$ cat src/logic/aad_pkg.sv
// Package: register map, field layout and reset values for the aux channel activity detector
package aad_pkg;
  // Register indices; the byte address on the bus is four times the index
  localparam logic [7:0]  IDX_ACT_HI      = 8'h3e;
  localparam logic [7:0]  IDX_ACT_LO      = 8'h3f;
  localparam logic [7:0]  IDX_INACT_HI    = 8'h40;
  localparam logic [7:0]  IDX_INACT_LO    = 8'h41;
  localparam logic [7:0]  IDX_COUNTS      = 8'h42;
  localparam logic [7:0]  IDX_AXIS_MASK   = 8'h43;
  localparam logic [7:0]  IDX_CONV_CTL    = 8'h3c;
  localparam logic [7:0]  IDX_THERM_CTL   = 8'h3d;
  localparam logic [7:0]  IDX_IRQ_STATUS  = 8'h50;
  localparam logic [7:0]  IDX_IRQ_ENABLE  = 8'h51;
  localparam logic [7:0]  IDX_IRQ_CLEAR   = 8'h52;
  // Field positions
  localparam int          LIM_HI_MSB      = 6;
  localparam int          LIM_LO_LSB      = 2;
  localparam int          CNT_QUIET_LSB   = 4;
  localparam int          CNT_BUSY_LSB    = 0;
  localparam int          TAP_AXIS_LSB    = 4;
  localparam int          MASK_Z_BIT      = 2;
  localparam int          MASK_Y_BIT      = 1;
  localparam int          MASK_X_BIT      = 0;
  localparam int          CTL_INACT_BIT   = 3;
  localparam int          CTL_ACT_BIT     = 1;
  localparam int          CTL_EN_BIT      = 0;
  localparam int          IRQ_ACT_BIT     = 0;
  localparam int          IRQ_INACT_BIT   = 1;
  // Writable bit masks; reserved bits stay zero
  localparam logic [7:0]  MSK_LIM_HI      = 8'h7f;
  localparam logic [7:0]  MSK_LIM_LO      = 8'hfc;
  localparam logic [7:0]  MSK_COUNTS      = 8'hff;
  localparam logic [7:0]  MSK_AXIS        = 8'h37;
  localparam logic [7:0]  MSK_CTL         = 8'h0f;
  localparam logic [7:0]  MSK_IRQ         = 8'h03;
  // Reset values
  localparam logic [7:0]  RST_REG         = 8'h00;
  localparam logic [7:0]  RST_CONV_CTL    = 8'h00;
  // Widths
  localparam int          SAMPLE_W        = 14;
  localparam int          LIMIT_W         = 13;
  localparam int          COUNT_W         = 4;
  // Tap axis codes
  localparam logic [1:0]  TAP_X           = 2'h0;
  localparam logic [1:0]  TAP_Y           = 2'h1;
  localparam logic [1:0]  TAP_Z           = 2'h2;
endpackage

$ cat src/logic/aad_qualifier.sv
// Consecutive-sample qualifier: counts samples that meet a condition, fires when the count is reached
module aad_qualifier
  import aad_pkg::*;
#(
  parameter int CW = COUNT_W
) (
  input  wire logic          clk,
  input  wire logic          rst_n,
  input  wire logic          enable,
  input  wire logic          sample_valid,
  input  wire logic          hit,
  input  wire logic [CW-1:0] need,
  output logic               event_pulse
);
  logic [CW-1:0] run_r;

  // Run length of consecutive hits; a miss or a disable restarts the run
  always_ff @(posedge clk or negedge rst_n) begin
    if (!rst_n) begin
      run_r       <= '0;
      event_pulse <= 1'b0;
    end else begin
      event_pulse <= 1'b0;
      if (!enable) begin
        run_r <= '0;
      end else if (sample_valid) begin
        if (!hit) begin
          run_r <= '0;
        end else if ((run_r + 1'b1) >= need || need == '0) begin
          // Count of zero fires on the first qualifying sample
          event_pulse <= 1'b1;
          run_r       <= '0;
        end else begin
          run_r <= run_r + 1'b1;
        end
      end
    end
  end
endmodule

$ cat src/logic/aad_top.sv
// Aux channel activity and inactivity detector with axis mask, APB register slave
// Summary of operation
// - Activity compares the magnitude of each signed 14-bit aux sample with the 13-bit activity limit.
// - The activity limit low six bits sit in bits 7:2 at 0x3F, bits 1:0 reserved.
// - Inactivity compares sample magnitude with a 13-bit limit whose upper seven bits sit in bits 6:0 at 0x40.
// - The inactivity limit low six bits sit in bits 7:2 at 0x41, bits 1:0 reserved.
// - Limits are raw codes compared directly with the magnitude, no scaling.
// - Inactivity fires after the count in timer bits 7:4 of consecutive samples below the inactivity limit.
// - Activity fires after the count in timer bits 3:0 of consecutive samples above the activity limit.
// - Tap axis field 5:4 selects x for 00, y for 01 and z for 10.
// - Mask bit 2 set blocks the z-axis from activity and inactivity checking; clear by reset.
// - Mask bit 1 set blocks the y-axis from activity and inactivity checking.
// - Mask bit 0 set blocks the x-axis from activity and inactivity checking.
// - The activity limit upper seven bits sit in bits 6:0 at 0x3E, bit 7 reserved.
// - Thermal activity and inactivity detection each run only while their own enable bit is one.
// - Converter activity and inactivity detection each run only while their own enable bit is set.
// - With thermal conversion enabled the converter enable has no effect; the channel is thermal only.
//
// Design decision made here: the APB interface to the registers.
module aad_top
  import aad_pkg::*;
(
  input  wire logic                CLK_SYS,
  input  wire logic                RESET_N,
  input  wire logic                PSEL,
  input  wire logic                PENABLE,
  input  wire logic                PWRITE,
  input  wire logic [11:0]         PADDR,
  input  wire logic [31:0]         PWDATA,
  output logic                     PREADY,
  output logic [31:0]              PRDATA,
  output logic                     PSLVERR,
  input  wire logic                AUX_VALID,
  input  wire logic [SAMPLE_W-1:0] AUX_SAMPLE,
  input  wire logic                AXIS_VALID,
  input  wire logic [SAMPLE_W-1:0] ACCEL_X,
  input  wire logic [SAMPLE_W-1:0] ACCEL_Y,
  input  wire logic [SAMPLE_W-1:0] ACCEL_Z,
  output logic                     AUX_ACT_EVENT,
  output logic                     AUX_INACT_EVENT,
  output logic [SAMPLE_W-1:0]      TAP_SAMPLE,
  output logic                     X_CHECK_EN,
  output logic                     Y_CHECK_EN,
  output logic                     Z_CHECK_EN,
  output logic                     IRQ
);
  logic [7:0]          act_hi_r;
  logic [7:0]          act_lo_r;
  logic [7:0]          inact_hi_r;
  logic [7:0]          inact_lo_r;
  logic [7:0]          counts_r;
  logic [7:0]          axis_mask_r;
  logic [7:0]          conv_ctl_r;
  logic [7:0]          therm_ctl_r;
  logic [1:0]          irq_status_r;
  logic [1:0]          irq_enable_r;
  logic [LIMIT_W-1:0]  act_limit;
  logic [LIMIT_W-1:0]  inact_limit;
  logic [SAMPLE_W-1:0] magnitude;
  logic                therm_on;
  logic                conv_on;
  logic                act_en;
  logic                inact_en;
  logic                act_pulse;
  logic                inact_pulse;
  logic                wr_acc;
  logic                rd_acc;
  logic [9:0]          word_idx;
  logic                idx_ok;
  logic [7:0]          rd_nxt;
  logic [1:0]          clr_bits;

  // Byte address is four times the register index
  assign word_idx = PADDR[11:2];
  assign wr_acc   = PSEL && PENABLE && PWRITE && !PREADY;
  assign rd_acc   = PSEL && PENABLE && !PWRITE && !PREADY;

  // Limits assembled from their high and low parts
  assign act_limit   = {act_hi_r[LIM_HI_MSB:0], act_lo_r[7:LIM_LO_LSB]};
  assign inact_limit = {inact_hi_r[LIM_HI_MSB:0], inact_lo_r[7:LIM_LO_LSB]};

  // Absolute value of the signed sample; most negative code gives its exact magnitude 0x2000, read unsigned
  assign magnitude = AUX_SAMPLE[SAMPLE_W-1] ? SAMPLE_W'(-AUX_SAMPLE) : AUX_SAMPLE;

  // Thermal mode overrides the converter enable
  assign therm_on = therm_ctl_r[CTL_EN_BIT];
  assign conv_on  = conv_ctl_r[CTL_EN_BIT] && !therm_on;
  // Per-function enables for whichever source owns the channel
  assign act_en   = therm_on ? therm_ctl_r[CTL_ACT_BIT] : (conv_on && conv_ctl_r[CTL_ACT_BIT]);
  assign inact_en = therm_on ? therm_ctl_r[CTL_INACT_BIT] : (conv_on && conv_ctl_r[CTL_INACT_BIT]);

  // Activity: magnitude above the limit, raw codes, no scaling
  aad_qualifier #(.CW(COUNT_W)) u_act (
    .clk          (CLK_SYS),
    .rst_n        (RESET_N),
    .enable       (act_en),
    .sample_valid (AUX_VALID),
    .hit          (magnitude > {1'b0, act_limit}),
    .need         (counts_r[CNT_BUSY_LSB +: COUNT_W]),
    .event_pulse  (act_pulse)
  );

  // Inactivity: magnitude below the limit
  aad_qualifier #(.CW(COUNT_W)) u_inact (
    .clk          (CLK_SYS),
    .rst_n        (RESET_N),
    .enable       (inact_en),
    .sample_valid (AUX_VALID),
    .hit          (magnitude < {1'b0, inact_limit}),
    .need         (counts_r[CNT_QUIET_LSB +: COUNT_W]),
    .event_pulse  (inact_pulse)
  );

  // Configuration writes; reserved bits masked off so they stay zero
  always_ff @(posedge CLK_SYS or negedge RESET_N) begin
    if (!RESET_N) begin
      act_hi_r    <= RST_REG;
      act_lo_r    <= RST_REG;
      inact_hi_r  <= RST_REG;
      inact_lo_r  <= RST_REG;
      counts_r    <= RST_REG;
      axis_mask_r <= RST_REG;
      conv_ctl_r  <= RST_CONV_CTL;
      therm_ctl_r <= RST_REG;
      irq_enable_r <= 2'h0;
    end else if (wr_acc) begin
      if (word_idx == 10'(IDX_ACT_HI)) begin
        act_hi_r <= PWDATA[7:0] & MSK_LIM_HI;
      end else if (word_idx == 10'(IDX_ACT_LO)) begin
        act_lo_r <= PWDATA[7:0] & MSK_LIM_LO;
      end else if (word_idx == 10'(IDX_INACT_HI)) begin
        inact_hi_r <= PWDATA[7:0] & MSK_LIM_HI;
      end else if (word_idx == 10'(IDX_INACT_LO)) begin
        inact_lo_r <= PWDATA[7:0] & MSK_LIM_LO;
      end else if (word_idx == 10'(IDX_COUNTS)) begin
        counts_r <= PWDATA[7:0] & MSK_COUNTS;
      end else if (word_idx == 10'(IDX_AXIS_MASK)) begin
        axis_mask_r <= PWDATA[7:0] & MSK_AXIS;
      end else if (word_idx == 10'(IDX_CONV_CTL)) begin
        conv_ctl_r <= PWDATA[7:0] & MSK_CTL;
      end else if (word_idx == 10'(IDX_THERM_CTL)) begin
        therm_ctl_r <= PWDATA[7:0] & MSK_CTL;
      end else if (word_idx == 10'(IDX_IRQ_ENABLE)) begin
        irq_enable_r <= PWDATA[1:0];
      end
    end
  end

  // Write-one-to-clear strobe for the sticky status
  assign clr_bits = (wr_acc && word_idx == 10'(IDX_IRQ_CLEAR)) ? PWDATA[1:0] : 2'h0;

  // Sticky event status; a new event wins over a clear in the same cycle
  always_ff @(posedge CLK_SYS or negedge RESET_N) begin
    if (!RESET_N) begin
      irq_status_r <= 2'h0;
    end else begin
      irq_status_r[IRQ_ACT_BIT]   <= act_pulse || (irq_status_r[IRQ_ACT_BIT] && !clr_bits[IRQ_ACT_BIT]);
      irq_status_r[IRQ_INACT_BIT] <= inact_pulse || (irq_status_r[IRQ_INACT_BIT] && !clr_bits[IRQ_INACT_BIT]);
    end
  end

  // Level interrupt from enabled status bits
  always_ff @(posedge CLK_SYS or negedge RESET_N) begin
    if (!RESET_N) begin
      IRQ <= 1'b0;
    end else begin
      IRQ <= |(irq_status_next() & irq_enable_r);
    end
  end

  function automatic logic [1:0] irq_status_next();
    logic [1:0] v;
    v[IRQ_ACT_BIT]   = act_pulse || (irq_status_r[IRQ_ACT_BIT] && !clr_bits[IRQ_ACT_BIT]);
    v[IRQ_INACT_BIT] = inact_pulse || (irq_status_r[IRQ_INACT_BIT] && !clr_bits[IRQ_INACT_BIT]);
    return v;
  endfunction

  // Read mux; unmapped addresses read zero and flag an error
  always_comb begin
    rd_nxt = 8'h00;
    idx_ok = 1'b1;
    if (word_idx == 10'(IDX_ACT_HI)) begin
      rd_nxt = act_hi_r;
    end else if (word_idx == 10'(IDX_ACT_LO)) begin
      rd_nxt = act_lo_r;
    end else if (word_idx == 10'(IDX_INACT_HI)) begin
      rd_nxt = inact_hi_r;
    end else if (word_idx == 10'(IDX_INACT_LO)) begin
      rd_nxt = inact_lo_r;
    end else if (word_idx == 10'(IDX_COUNTS)) begin
      rd_nxt = counts_r;
    end else if (word_idx == 10'(IDX_AXIS_MASK)) begin
      rd_nxt = axis_mask_r;
    end else if (word_idx == 10'(IDX_CONV_CTL)) begin
      rd_nxt = conv_ctl_r;
    end else if (word_idx == 10'(IDX_THERM_CTL)) begin
      rd_nxt = therm_ctl_r;
    end else if (word_idx == 10'(IDX_IRQ_STATUS)) begin
      rd_nxt = {6'h00, irq_status_r};
    end else if (word_idx == 10'(IDX_IRQ_ENABLE)) begin
      rd_nxt = {6'h00, irq_enable_r};
    end else if (word_idx == 10'(IDX_IRQ_CLEAR)) begin
      rd_nxt = 8'h00; // Write-only, reads zero
    end else begin
      idx_ok = 1'b0;
    end
  end

  // APB answer: one wait state, PREADY high in the second access cycle
  always_ff @(posedge CLK_SYS or negedge RESET_N) begin
    if (!RESET_N) begin
      PREADY  <= 1'b0;
      PRDATA  <= 32'h0000_0000;
      PSLVERR <= 1'b0;
    end else begin
      PREADY  <= PSEL && PENABLE && !PREADY;
      PSLVERR <= PSEL && PENABLE && !PREADY && !idx_ok;
      PRDATA  <= rd_acc ? {24'h000000, rd_nxt} : 32'h0000_0000;
    end
  end

  // Tap axis routing and per-axis check enables
  always_ff @(posedge CLK_SYS or negedge RESET_N) begin
    if (!RESET_N) begin
      TAP_SAMPLE <= '0;
      X_CHECK_EN <= 1'b1;
      Y_CHECK_EN <= 1'b1;
      Z_CHECK_EN <= 1'b1;
    end else begin
      X_CHECK_EN <= !axis_mask_r[MASK_X_BIT];
      Y_CHECK_EN <= !axis_mask_r[MASK_Y_BIT];
      Z_CHECK_EN <= !axis_mask_r[MASK_Z_BIT];
      if (AXIS_VALID) begin
        case (axis_mask_r[TAP_AXIS_LSB +: 2])
          TAP_X:   TAP_SAMPLE <= ACCEL_X;
          TAP_Y:   TAP_SAMPLE <= ACCEL_Y;
          TAP_Z:   TAP_SAMPLE <= ACCEL_Z;
          default: TAP_SAMPLE <= '0; // Code 11 selects no axis
        endcase
      end
    end
  end

  // Event pulses registered to the ports
  always_ff @(posedge CLK_SYS or negedge RESET_N) begin
    if (!RESET_N) begin
      AUX_ACT_EVENT   <= 1'b0;
      AUX_INACT_EVENT <= 1'b0;
    end else begin
      AUX_ACT_EVENT   <= act_pulse;
      AUX_INACT_EVENT <= inact_pulse;
    end
  end

  // Events gated by the enables of whichever source owns the channel
  act_gate_a: assert property (@(posedge CLK_SYS) disable iff (!RESET_N)
    act_pulse |-> $past(act_en)) else $error("activity event while disabled");
  inact_gate_a: assert property (@(posedge CLK_SYS) disable iff (!RESET_N)
    inact_pulse |-> $past(inact_en)) else $error("inactivity event while disabled");
  therm_over_a: assert property (@(posedge CLK_SYS) disable iff (!RESET_N)
    therm_on |-> !conv_on && act_en == therm_ctl_r[CTL_ACT_BIT] && inact_en == therm_ctl_r[CTL_INACT_BIT])
    else $error("converter active in thermal mode");
  conv_gate_a: assert property (@(posedge CLK_SYS) disable iff (!RESET_N)
    !therm_on && !conv_on |-> !act_en && !inact_en) else $error("detection without a source");

  // Limit comparisons and run lengths
  act_hit_a: assert property (@(posedge CLK_SYS) disable iff (!RESET_N)
    act_pulse |-> $past(magnitude > {1'b0, act_limit})) else $error("activity without exceeding limit");
  inact_hit_a: assert property (@(posedge CLK_SYS) disable iff (!RESET_N)
    inact_pulse |-> $past(magnitude < {1'b0, inact_limit})) else $error("inactivity above limit");
  act_valid_a: assert property (@(posedge CLK_SYS) disable iff (!RESET_N)
    act_pulse |-> $past(AUX_VALID)) else $error("activity without a sample");
  inact_valid_a: assert property (@(posedge CLK_SYS) disable iff (!RESET_N)
    inact_pulse |-> $past(AUX_VALID)) else $error("inactivity without a sample");
  act_first_a: assert property (@(posedge CLK_SYS) disable iff (!RESET_N)
    act_en && AUX_VALID && magnitude > {1'b0, act_limit} && counts_r[CNT_BUSY_LSB +: COUNT_W] <= 4'h1
    |=> act_pulse) else $error("short activity count missed");
  inact_first_a: assert property (@(posedge CLK_SYS) disable iff (!RESET_N)
    inact_en && AUX_VALID && magnitude < {1'b0, inact_limit} && counts_r[CNT_QUIET_LSB +: COUNT_W] <= 4'h1
    |=> inact_pulse) else $error("short inactivity count missed");

  // Event ports trail the internal pulses by one cycle
  act_port_a: assert property (@(posedge CLK_SYS) disable iff (!RESET_N)
    AUX_ACT_EVENT == $past(act_pulse)) else $error("activity port mismatch");
  inact_port_a: assert property (@(posedge CLK_SYS) disable iff (!RESET_N)
    AUX_INACT_EVENT == $past(inact_pulse)) else $error("inactivity port mismatch");

  // Reserved bits never hold a one
  lo_rsvd_a: assert property (@(posedge CLK_SYS) disable iff (!RESET_N)
    act_lo_r[1:0] == 2'h0 && inact_lo_r[1:0] == 2'h0 && act_hi_r[7] == 1'b0) else $error("reserved bit set");
  hi_rsvd_a: assert property (@(posedge CLK_SYS) disable iff (!RESET_N)
    inact_hi_r[7] == 1'b0 && axis_mask_r[7:6] == 2'h0 && axis_mask_r[3] == 1'b0) else $error("reserved mask bit set");

  // Axis check enables follow the mask one cycle late
  zmask_a: assert property (@(posedge CLK_SYS) disable iff (!RESET_N)
    axis_mask_r[MASK_Z_BIT] |=> !Z_CHECK_EN) else $error("z check not blocked");
  ymask_a: assert property (@(posedge CLK_SYS) disable iff (!RESET_N)
    axis_mask_r[MASK_Y_BIT] |=> !Y_CHECK_EN) else $error("y check not blocked");
  xmask_a: assert property (@(posedge CLK_SYS) disable iff (!RESET_N)
    !axis_mask_r[MASK_X_BIT] |=> X_CHECK_EN) else $error("x check not enabled");
  zcheck_a: assert property (@(posedge CLK_SYS) disable iff (!RESET_N)
    !axis_mask_r[MASK_Z_BIT] |=> Z_CHECK_EN) else $error("z check not enabled");
  ycheck_a: assert property (@(posedge CLK_SYS) disable iff (!RESET_N)
    !axis_mask_r[MASK_Y_BIT] |=> Y_CHECK_EN) else $error("y check not enabled");
  xblock_a: assert property (@(posedge CLK_SYS) disable iff (!RESET_N)
    axis_mask_r[MASK_X_BIT] |=> !X_CHECK_EN) else $error("x check not blocked");

  // Tap routing for every axis code
  tap_y_a: assert property (@(posedge CLK_SYS) disable iff (!RESET_N)
    AXIS_VALID && axis_mask_r[5:4] == TAP_Y |=> TAP_SAMPLE == $past(ACCEL_Y)) else $error("tap axis y wrong");
  tap_x_a: assert property (@(posedge CLK_SYS) disable iff (!RESET_N)
    AXIS_VALID && axis_mask_r[5:4] == TAP_X |=> TAP_SAMPLE == $past(ACCEL_X)) else $error("tap axis x wrong");
  tap_z_a: assert property (@(posedge CLK_SYS) disable iff (!RESET_N)
    AXIS_VALID && axis_mask_r[5:4] == TAP_Z |=> TAP_SAMPLE == $past(ACCEL_Z)) else $error("tap axis z wrong");
  tap_none_a: assert property (@(posedge CLK_SYS) disable iff (!RESET_N)
    AXIS_VALID && axis_mask_r[5:4] == 2'h3 |=> TAP_SAMPLE == '0) else $error("tap code 11 not zero");

  // Sticky status and interrupt level; enable changes reach the pin one cycle late
  sticky_a: assert property (@(posedge CLK_SYS) disable iff (!RESET_N)
    act_pulse |=> irq_status_r[IRQ_ACT_BIT]) else $error("status not set");
  inact_sticky_a: assert property (@(posedge CLK_SYS) disable iff (!RESET_N)
    inact_pulse |=> irq_status_r[IRQ_INACT_BIT]) else $error("inactivity status not set");
  status_clr_a: assert property (@(posedge CLK_SYS) disable iff (!RESET_N)
    clr_bits[IRQ_ACT_BIT] && !act_pulse |=> !irq_status_r[IRQ_ACT_BIT]) else $error("status not cleared");
  irq_level_a: assert property (@(posedge CLK_SYS) disable iff (!RESET_N)
    IRQ == |(irq_status_r & $past(irq_enable_r))) else $error("interrupt level wrong");

  // APB answer timing and idle values
  apb_wait_a: assert property (@(posedge CLK_SYS) disable iff (!RESET_N)
    PSEL && PENABLE && !PREADY |=> PREADY) else $error("apb answer late");
  apb_one_a: assert property (@(posedge CLK_SYS) disable iff (!RESET_N)
    PREADY |=> !PREADY) else $error("apb ready held too long");
  apb_err_a: assert property (@(posedge CLK_SYS) disable iff (!RESET_N)
    PSEL && PENABLE && !PREADY && !idx_ok |=> PSLVERR) else $error("unmapped access not flagged");
  apb_idle_a: assert property (@(posedge CLK_SYS) disable iff (!RESET_N)
    !PREADY |-> PRDATA == 32'h0000_0000 && !PSLVERR) else $error("apb outputs not idle");

  // Main scenarios reached
  act_cov: cover property (@(posedge CLK_SYS) disable iff (!RESET_N) AUX_ACT_EVENT);
  inact_cov: cover property (@(posedge CLK_SYS) disable iff (!RESET_N) AUX_INACT_EVENT);
  irq_cov: cover property (@(posedge CLK_SYS) disable iff (!RESET_N) IRQ);
  conv_cov: cover property (@(posedge CLK_SYS) disable iff (!RESET_N) conv_on && act_pulse);
  tap_cov: cover property (@(posedge CLK_SYS) disable iff (!RESET_N) AXIS_VALID && axis_mask_r[5:4] == TAP_Z);
endmodule
$ cat config.mk
export PLATFORM = sky130hd
export DESIGN_NAME = aad_top
export DESIGN_NICKNAME = d
export VERILOG_FILES = /design/src/logic/aad_pkg.sv /design/src/logic/aad_qualifier.sv /design/src/logic/aad_top.sv
export SDC_FILE = /design/constraint.sdc
export NUM_CORES = 1
export LEC_CHECK = 0
export BUFFER_PORTS_ARGS = -buffer_cell sky130_fd_sc_hd__buf_2
export CAP_MARGIN = 20
export CORE_MARGIN = 1
export CORE_UTILIZATION = 50
export DETAILED_ROUTE_END_ITERATION = 16
export HOLD_SLACK_MARGIN = 0.06
export PLACE_DENSITY = 0.74
export SLEW_MARGIN = 20
export SYNTH_ARGS = -nofsm -noshare
export SYNTH_HDL_FRONTEND = slang
export SYNTH_SLANG_ARGS = --single-unit
$ cat constraint.sdc
create_clock -name CLK_SYS -period 2.4 [get_ports CLK_SYS]
set_input_delay 0.24 -clock CLK_SYS [delete_from_list [all_inputs] [get_ports CLK_SYS]]
set_output_delay 0.24 -clock CLK_SYS [all_outputs]
set_load 0.005 [all_outputs]
==> results of run 1 <==
-- power breakdown --
group / internal, mW / switching [mW]
sequential: 1.56 / 0.0142
combinational: 0.232 / 0.278
clock: 0.492 / 0.558
total: 2.28 / 0.851
-- logic make-up (layout without fill, tap and decap cells) --
family / count (synthesis) / after routing / share of synthesized area (%)
AOI/OAI and AO/OA: 121 / 121 / 14.0
and+or+nand+nor: 152 / 152 / 13.1
other: 1 / 24 / 0.0665
xor gates and xnor gates: 15 / 15 / 2.33
muxes: 69 / 69 / 13.7
buffers and inverters: 85 / 222 / 8.35
adders and majority gates: 36 / 36 / 7.99
DFF: 91 / 91 / 40.5
-- sequential cells by signal, summed over array words and instances (netlist names), 4 cells and up --
signal / flops
TAP_SAMPLE: 14
PRDATA: 8
counts_r: 8
act_hi_r: 7
inact_hi_r: 7
act_lo_r: 6
inact_lo_r: 6
axis_mask_r: 5
conv_ctl_r: 4
therm_ctl_r: 4
u_act.run_r: 4
u_inact.run_r: 4
-- repair_timing --
item | 4_1_cts | 5_1_grt
hold buffers | 1 | 0
setup buffers | 0 | 5
endpoints found under the hold margin | 35 | 0
endpoints found under the setup margin | 1 | 9
pin swaps | 1 | 18
gates resized for setup | 1 | 28
-- worst min path at each step --
stage	end	cells after the start	slack, ns	startpoint
2_1_floorplan	AUX_ACT_EVENT	0	-0.06	RESET_N
3_3_place_gp	PRDATA[1]	1	0.23	RESET_N
3_5_place_dp	PREADY	1	0.23	RESET_N
4_1_cts	act_lo_r[7]	2	0.14	PWDATA[7]
5_1_grt	inact_lo_r[7]	2	0.15	PWDATA[7]
6_report	counts_r[7]	2	0.15	PWDATA[7]
-- cells in the mapped netlist (all sizes together), types with 3 or more instances --
cell    instances  share of area (%)
or3             6               0.67
a22oi           7               0.93
mux2i          19                3.4
nor2           47                3.1
nand2b          7               0.78
a21oi          44                3.9
nand4           5               0.56
xnor2          13                2.0
ha             36                8.0
a22o            3               0.47
buf            33                4.7
a21o            8                1.1
o211ai          3               0.40
nand3          10               0.89
and2            4               0.44
inv            40                2.7
nand3b          4               0.53
nor4            6               0.67
a221oi          5               0.78
o22ai           6               0.67
dfstp           3                1.4
clkbuf         12               0.98
nor3           11               0.98
a211o           4               0.62
dfrtp          88                 39
mux2           50                 10
or2             3               0.33
a211oi          7               0.93
o31ai           6               0.80
nor2b           3               0.33
nand2          36                2.4
o21ai          14                1.2
-- per-stage QoR --
step | area, µm² | worst slack [ns] | utilization [%] | setup TNS (ns)
floorplan | 5790 | 0.00576 | - | 0
global placement | 6590 | -0.327 | 60.5 | -2.62
detailed placement | 6590 | -0.449 | 60.5 | -3.87
CTS | 6800 | 0.0338 | 62.5 | 0
global route | 6990 | -0.0793 | 64.2 | -0.175
finish | 6990 | 0.0763 | 64.2 | 0
-- layer usage --
metal,share of wire (%),track usage [%],vias up
met1,42,32.6,2378
met5,0,0,-
met3,6.8,4.70,31
li1,-,-,2314
met4,2.9,11.2,0
met2,49,44.2,213
-- cell type report --
cell class	instances	share of cell area, %
clock inverters	6	1.02
clock buffers	10	1.83
multi-input cells	417	45.4
flip-flops and latches	91	32.6
well taps	140	2.51
inverters	40	2.22
repair buffers	166	14.4
-- critical path: stages --
cell and delay (ns):
buf_8 0.10, nor4_4 0.35, nand3_2 0.18, nand2_2 0.12, xnor2_2 0.08, ha_1 0.33, nand2_1 0.09, or2_2 0.30
a31oi_1 0.18, o31ai_1 0.11, buf_4 0.15, and2_1 0.20, nor3_1 0.19
==> out/metrics.yaml, run 1 <==
dp_hpwl_mm: 11.5
clk_path_buf_depth: 2
drc: 0
die_w_um: 108
ys_async_sr_fraction_pct: 100
overflow: 0
dieArea_um2: 11700
reg2reg_depth: 8
syn_to_final_growth_pct: 24.0
gp_congestion: 0.956
dp_cells: 848
synth-seq-cells: 91
dr_total_vias: 4936
p_leak_nw: 3.32
num_rows: 38
register_area_um2: 2280
coreArea_um2: 10900
worst_ir_drop_vdd_mv: 0.252
endpoint_kind: "register"
grt_pass1_wl_mm: 23.0
netlist_instances: 570
n_antenna_cell: 0
first_global_vias: 4667
avgSynthCellArea_um2: 9.89
maxCapViolations: 0
synth_area_um2: 5640
multi_input_area_um2: 3170
wl_mm: 14.6
cts_max_level: 3
nets: 868
crit_arrival_ns: 2.62
start_kind: "input pin"
avgViaCountPerCell: 5.67
slew_viol_final: 0
crit_type: "in2reg"
holdWs_ns: 0.147
timing.fmax_mhz: 430
final_cell_mix: "107 x buf_2, 88 x dfrtp_1, 55 x buf_4, 45 x nor2_1"
final_cells: 870
grt_use_total_pct: 26.1
clk_latency_ns: 0.37
fillCellCount: 870
cts_buffers: 9
setup_viol_count_final: 0
wl_per_cell_um: 16.8
total_power_mw: 3.13
crit-reg2reg-launch: "u_inact.run_r[0]"
yosysWarnings: 0
endpoint: "u_act.event_pulse"
final_common_cell: "buf_2"
clock_skew_ns: 0.0120
fin_crit_ns: 2.32
worstMarginPinSlew_ns: 0.539
synth_edf_count: 0
drt_first_pass_iters: 5
finalHoldViolations: 0
cts_tree: "built"
num_io_pins: 161
startpoint: "AUX_SAMPLE[6]"
outcome: "finished, final reports clean"
fin_crit_sh_pct: 96.8
fp.dieH_um: 108
slew_headroom_pct: 63.1
antenna_left: 0
drt_iter0_markers: 331
cts.sinks: 91
min_path_type: "in2reg"
drive_gt1_share_pct: 36.6
clk_pin_slew_ns: 0.09
rsz0062_at_grt: "true"
synth_cell_types: 57
root_buffer: "clkbuf_8"
antenna_found_initial: 0
power.density_nw_per_um2: 448
worstPathMaxFanout: 4
start_util_pct: 51.8
synth-main-ff-cell: "dfrtp_1"
reg2reg_to: "u_inact.run_r[2]"
yosysSeqAreaShare_pct: 40.5
r2r_setup_slack_ns: 0.19
portBuffers: 110
grt_max_degree: 38
worstPathRequired_ns: 2.69
No activity file was read; power rests on OpenSTA's default activity.
==> inputs of run 2 (changes only) <==
--- a/config.mk
+++ b/config.mk
@@ -6,12 +6,14 @@
 export NUM_CORES = 1
 export LEC_CHECK = 0
 export BUFFER_PORTS_ARGS = -buffer_cell sky130_fd_sc_hd__buf_2
-export CAP_MARGIN = 20
+export CAP_MARGIN = 10
+export CELL_PAD_IN_SITES_DETAIL_PLACEMENT = 0
+export CELL_PAD_IN_SITES_GLOBAL_PLACEMENT = 1
 export CORE_MARGIN = 1
-export CORE_UTILIZATION = 50
+export CORE_UTILIZATION = 40
 export DETAILED_ROUTE_END_ITERATION = 16
 export HOLD_SLACK_MARGIN = 0.06
-export PLACE_DENSITY = 0.74
+export PLACE_DENSITY = 0.78
 export SLEW_MARGIN = 20
 export SYNTH_ARGS = -nofsm -noshare
 export SYNTH_HDL_FRONTEND = slang
==> out/metrics.yaml, run 2 (synthesis results as in run 1) <==
portBuffers: 110  # unchanged
avgViaCountPerCell: 5.19  # -8.5%
final_cell_mix: "107 x buf_2, 88 x dfrtp_1, 56 x buf_4, 45 x nor2_1"
clock_skew_ns: 0.0112  # -0.000737 ns
drc: 0  # unchanged
reg.largest.list: "TAP_SAMPLE: 14 flops, PRDATA: 8 flops, counts_r: 8 flops"
antenna_left: 0  # unchanged
drt_iter0_markers: 283  # -15%
grt_pass1_wl_mm: 24.3  # +6.0%
overflow: 0  # unchanged
start_util_pct: 40.8  # -11 points
clk_path_buf_depth: 2  # unchanged
timing.fmax_mhz: 426  # -0.97%
root_buffer: "clkbuf_16"
fin_crit_sh_pct: 97.8  # +0.95 points
clk_pin_slew_ns: 0.07  # -0.02 ns
finalHoldViolations: 0  # unchanged
rsz0062_at_grt: "true"
largest_reg_flops: 14  # unchanged
final_common_cell: "buf_2"
worst_ir_drop_vdd_mv: 0.358  # +42%
endpoint_kind: "register"
num_io_pins: 161  # unchanged
num_rows: 43  # +13%
drive_gt1_share_pct: 36.4  # -0.19 points
cts_max_level: 3  # unchanged
die_w_um: 121  # +12%
holdWs_ns: 0.190  # +0.0434 ns
cts.sinks: 91  # unchanged
gp_congestion: 0.907  # -5.2%
path_common_cell: "nand2_2"
dp_hpwl_mm: 11.8  # +2.1%
cts_buffers: 9  # unchanged
drt_first_pass_iters: 5  # unchanged
crit_type: "in2reg"
nets: 869  # +0.12%
grt_use_total_pct: 21.4  # -4.7 points
antenna_found_initial: 0  # unchanged
worstPathMaxFanout: 4  # unchanged
cts_tree: "built"
worstPathRequired_ns: 2.66  # -0.03 ns
syn_to_final_growth_pct: 27.1
fp.dieH_um: 121  # +12%
n_antenna_cell: 0  # unchanged
final_cell_area_um2: 7160  # +2.5%
fin_crit_ns: 2.35  # +0.0229 ns
dieArea_um2: 14600  # +25%
slowest_delay_ns: 0.33  # -0.02 ns
postPlaceCellArea_um2: 6650  # +0.99%
top_register: "TAP_SAMPLE"
slowest_stage: "ha_1"
wl_mm: 14.8  # +1.6%
slew_viol_final: 0  # unchanged
p_leak_nw: 3.39  # +2.1%
dr_total_vias: 4730  # -4.2%
worstMarginPinSlew_ns: 1.00  # +0.461 ns
slew_headroom_pct: 33.2  # -30 points
power.density_nw_per_um2: 503  # +12%
coreArea_um2: 13800  # +27%
grt_max_degree: 52  # +37%
crit_chain: "buf_2, nor3_4, nand2_2, o31ai_4, xnor2_2, ha_1, a21o_1, a221oi_4, o221ai_2, a211oi_2, buf_4, nand2_2, mux2i_1"
maxCapViolations: 0  # unchanged
min_path_type: "in2reg"
outcome: "finished, final reports clean"
wl_per_cell_um: 16.3  # -3.0%
crit_arrival_ns: 2.61  # about the same
start_kind: "input pin"
setup_viol_count_final: 0  # unchanged
total_power_mw: 3.60  # +15%
clk_latency_ns: 0.34  # -0.03 ns
first_global_vias: 4760  # +2.0%
-- run 2: changes by cell type in the layout (fill, tap and decap cells not counted), sizes merged --
cell and delta:
clkinv +3, inv -3, bufinv +1, buf +1, clkinvlp -1
-- run 2: timing repair --
item	CTS	global route
pin swaps	1	20
resized for setup	2	25
endpoints found under the setup margin	9	10
hold buffers	1	0
endpoints found under the hold margin	47	0
buffers inserted	1	3
-- run 2: worst paths after layout --
| path | start | endpoint | slack, ns | cells after the start |
|---|---|---|---|---|
| hold / removal | ACCEL_Z[0] | TAP_SAMPLE[0] | 0.19 | 3 |
| hold reg to reg | u_inact.event_pulse | AUX_INACT_EVENT | 0.38 | 0 |
| setup / recovery | AUX_SAMPLE[1] | u_inact.run_r[2] | 0.05 | 13 |
| min in group asynchronous | RESET_N | TAP_SAMPLE[1] | 0.47 | 2 |
| max in group asynchronous | RESET_N | act_lo_r[3] | 1.26 | 3 |
| setup reg to reg | u_act.run_r[0] | u_act.run_r[1] | 0.23 | 7 |
-- run 2: power by group --
group	switching, mW	leakage (nW)	internal [mW]	total, mW
clock	0.596	0.153	0.914	1.51
combinational	0.282	2.02	0.238	0.520
sequential	0.0138	1.22	1.56	1.57
-- run 2: layer usage --
metal	GRT usage [%]	share of wire (%)	up-vias
met3	3.16	3.2	14
met5	0	0	-
met4	6.48	1.5	0
met1	29.0	47	2305
li1	-	-	2314
met2	35.1	49	97
-- run 2: final cells by class --
type	count	area, µm²
Multi-Input combinational cell	417	3170
Tap cell	180	225
Inverter	40	155
Clock buffer	10	229
Timing Repair Buffer	167	1010
Sequential cell	91	2280
Fill cell	1263	6670
Clock inverter	6	90.1
-- run 2: per-stage QoR --
step / cells / TNS (ns) / setup slack [ns] / utilization [%]
floorplan: 593 / 0 / 0.00576 / -
global placement: 890 / -3.13 / -0.389 / 48.1
detailed placement: 890 / -3.82 / -0.486 / 48.1
CTS: 908 / 0 / 0.00293 / 50.6
global route: 911 / -0.112 / -0.0602 / 51.8
finish: 911 / 0 / 0.0535 / 51.8
-- run 2: worst max-delay path, delay by kind of cell --
family	cells	cell delay, ns
and+or+nand+nor	3	0.35
buffers and inverters	2	0.31
adders and majority gates	1	0.33
AOI/OAI and AO/OA	5	1.13
muxes	1	0.12
xor gates and xnor gates	1	0.13
==> inputs of run 3 (changes only) <==
--- a/config.mk
+++ b/config.mk
@@ -14,6 +14,7 @@
 export DETAILED_ROUTE_END_ITERATION = 16
 export HOLD_SLACK_MARGIN = 0.06
 export PLACE_DENSITY = 0.78
+export SETUP_SLACK_MARGIN = 0.5
 export SLEW_MARGIN = 20
 export SYNTH_ARGS = -nofsm -noshare
 export SYNTH_HDL_FRONTEND = slang
==> out/metrics.yaml, run 3 (synthesis results as in run 1) <==
overflow: 0  # unchanged
grt_pass1_wl_mm: 24.6  # +1.2%
largest_reg_flops: 14  # unchanged
reg.largest.list: "TAP_SAMPLE: 14 flops, PRDATA: 8 flops, counts_r: 8 flops"
grt_use_total_pct: 22.2  # +0.83 points
outcome: "finished, final reports clean"
fp.dieH_um: 121  # unchanged
hold_depth: 3  # unchanged
r2r_setup_slack_ns: 0.29  # +0.06 ns
hold_end: "TAP_SAMPLE[6]"
fin_crit_sh_pct: 93.9  # -3.9 points
wl_per_cell_um: 17.3  # +6.4%
cts_max_level: 3  # unchanged
avgViaCountPerCell: 5.34  # +2.8%
grt_max_degree: 55  # +5.8%
syn_to_final_growth_pct: 33.5
gp_congestion: 0.918  # +1.2%
p_leak_nw: 3.55  # +4.6%
slowest_stage: "nor4_4"
timing.fmax_mhz: 444  # +4.1%
p_sw_mw: 0.898  # +0.66%
hold_path.startpoint: "ACCEL_Z[6]"
drc: 0  # unchanged
slowest_delay_ns: 0.31  # -0.02 ns
endpoint_kind: "register"
crit-reg2reg-launch: "u_inact.run_r[0]"
internal-power_mw: 2.62  # -3.3%
worstPathRequired_ns: 2.63  # -0.03 ns
dr_total_vias: 4889  # +3.4%
maxCapViolations: 0  # unchanged
pwr-share-seq_pct: 44.7  # +1.0 points
reg2reg_depth: 9  # +2
reg2reg_to: "u_inact.run_r[2]"
setup_tns_ns: 0  # unchanged
antenna_left: 0  # unchanged
p_comb_share_pct: 16.4  # +2.0 points
cts_tree: "built"
worst_ir_drop_vdd_mv: 0.242  # -33%
finalHoldViolations: 0  # unchanged
worstMarginPinSlew_ns: 0.597  # -0.403 ns
die_w_um: 121  # unchanged
path_buf_inv: 4  # +2
n_antenna_cell: 0  # unchanged
fin_crit_ns: 2.25  # -0.0929 ns
power.density_nw_per_um2: 468  # -7.0%
slew_viol_final: 0  # unchanged
setup_viol_count_final: 0  # unchanged
root_buffer: "clkbuf_16"
clk_pin_slew_ns: 0.06  # about the same
drt_first_pass_iters: 5  # unchanged
antenna_found_initial: 0  # unchanged
nets: 875  # +0.69%
top_register: "TAP_SAMPLE"
p_sw_share_pct: 25.5  # +0.76 points
clockPowerShare_pct: 38.9  # -3.0 points
clock_skew_ns: 0.00988  # -0.00133 ns
min_path_type: "in2reg"
worstPathMaxFanout: 5  # +1
first_global_vias: 4711  # -1.0%
dieArea_um2: 14600  # unchanged
crit_chain: "buf_8, nor4_4, buf_4, nand2_2, o21ai_2, xnor2_2, ha_1, and3_4, o31ai_2, nor3_1, buf_4, a211oi_2, buf_4, mux2_2"
rsz0062_at_grt: "true"
crit_type: "in2reg"
cp_top_family: "simple AND/OR/NAND/NOR gates"
start_kind: "input pin"
final_cell_mix: "104 x buf_2, 88 x dfrtp_1, 61 x buf_4, 42 x a21oi_1, 40 x nor2_1"
crit_arrival_ns: 2.48  # -0.13 ns
final_common_cell: "buf_2"
portBuffers: 110  # unchanged
start_util_pct: 40.8  # unchanged
cts_buffers: 9  # unchanged
wl_mm: 15.9  # +7.0%
dp_hpwl_mm: 12.5  # +5.9%
num_io_pins: 161  # unchanged
slew_headroom_pct: 60.2  # +27 points
coreArea_um2: 13800  # unchanged
postPlaceCellArea_um2: 6810  # +2.4%
cts.sinks: 91  # unchanged
num_rows: 43  # unchanged
clk_latency_ns: 0.35  # about the same
path_common_cell: "buf_4"
drt_iter0_markers: 293  # +3.5%
drive_gt1_share_pct: 42.5  # +6.1 points
final_cell_area_um2: 7520  # +5.0%
clk_path_buf_depth: 2  # unchanged
startpoint: "AUX_SAMPLE[7]"
run 3: cell count changes in the layout (fill, tap and decap cells not counted), sizes merged:
cell,delta
clkbuf,+1
clkinvlp,+2
clkinv,-3
buf,+6
bufinv,-1
run 3: worst register-to-register path, stage by stage, from the launching register on:
cell,delay [ns]
dfrtp_1,0.42
ha_1,0.25
xor2_1,0.17
ha_1,0.19
a211oi_1,0.22
o21ai_0,0.20
a211oi_2,0.23
buf_4,0.17
a21oi_2,0.05
mux2i_1,0.14
run 3: per-layer routing:
metal / wire [µm] / GRT usage [%]
met2: 7760 / 38.0
met1: 6900 / 28.3
met3: 940 / 3.63
met5: 0 / 0
met4: 261 / 7.64
run 3: power by group through the flow:
stage	logic [mW]	registers, mW	clock network, mW
final	0.577	1.57	1.37
after floorplan	0.269	1.60	0
after detailed placement	0.511	1.60	0
after CTS	0.556	1.57	1.40
after global routing	0.637	1.58	1.45
after global placement	0.502	1.60	0
run 3: worst max-delay path by stage:
| stage | slack (ns) | cells after the start | end |
|---|---|---|---|
| after floorplan | 0.03 | 11 | u_inact.run_r[2] |
| after global placement | -0.37 | 15 | u_inact.run_r[2] |
| after detailed placement | -0.45 | 12 | u_inact.run_r[2] |
| after CTS | 0.14 | 13 | u_inact.run_r[2] |
| after global routing | -0.01 | 14 | u_inact.run_r[2] |
| final | 0.15 | 14 | u_inact.run_r[0] |
run 3: per-stage QoR:
step                      utilization, %  std cells  setup WS [ns]  hold slack (ns)  total power, mW
after floorplan                        -        593         0.0285          -0.0556             1.87
after global placement              49.3        890         -0.371            0.252             2.10
after detailed placement            49.3        890         -0.450            0.253             2.11
after CTS                           53.3        914          0.140            0.184             3.53
after global routing                54.4        916        -0.0118            0.210             3.66
final                               54.4        916          0.146            0.195             3.52
run 3: final cells by class:
class,count,area (µm²)
Fill cell,1246,6310
Sequential cell,91,2280
Inverter,40,168
Timing Repair Buffer,173,1080
Multi-Input combinational cell,417,3480
Tap cell,180,225
Clock inverter,4,52.6
Clock buffer,11,233
run 3: what timing repair did:
action,CTS,global route
hold buffers,1,0
pin swaps,24,12
setup buffers,8,2
gates resized for setup,37,29
cloned,0,0
endpoints found under the setup margin,40,25
hold endpoints to repair,37,0
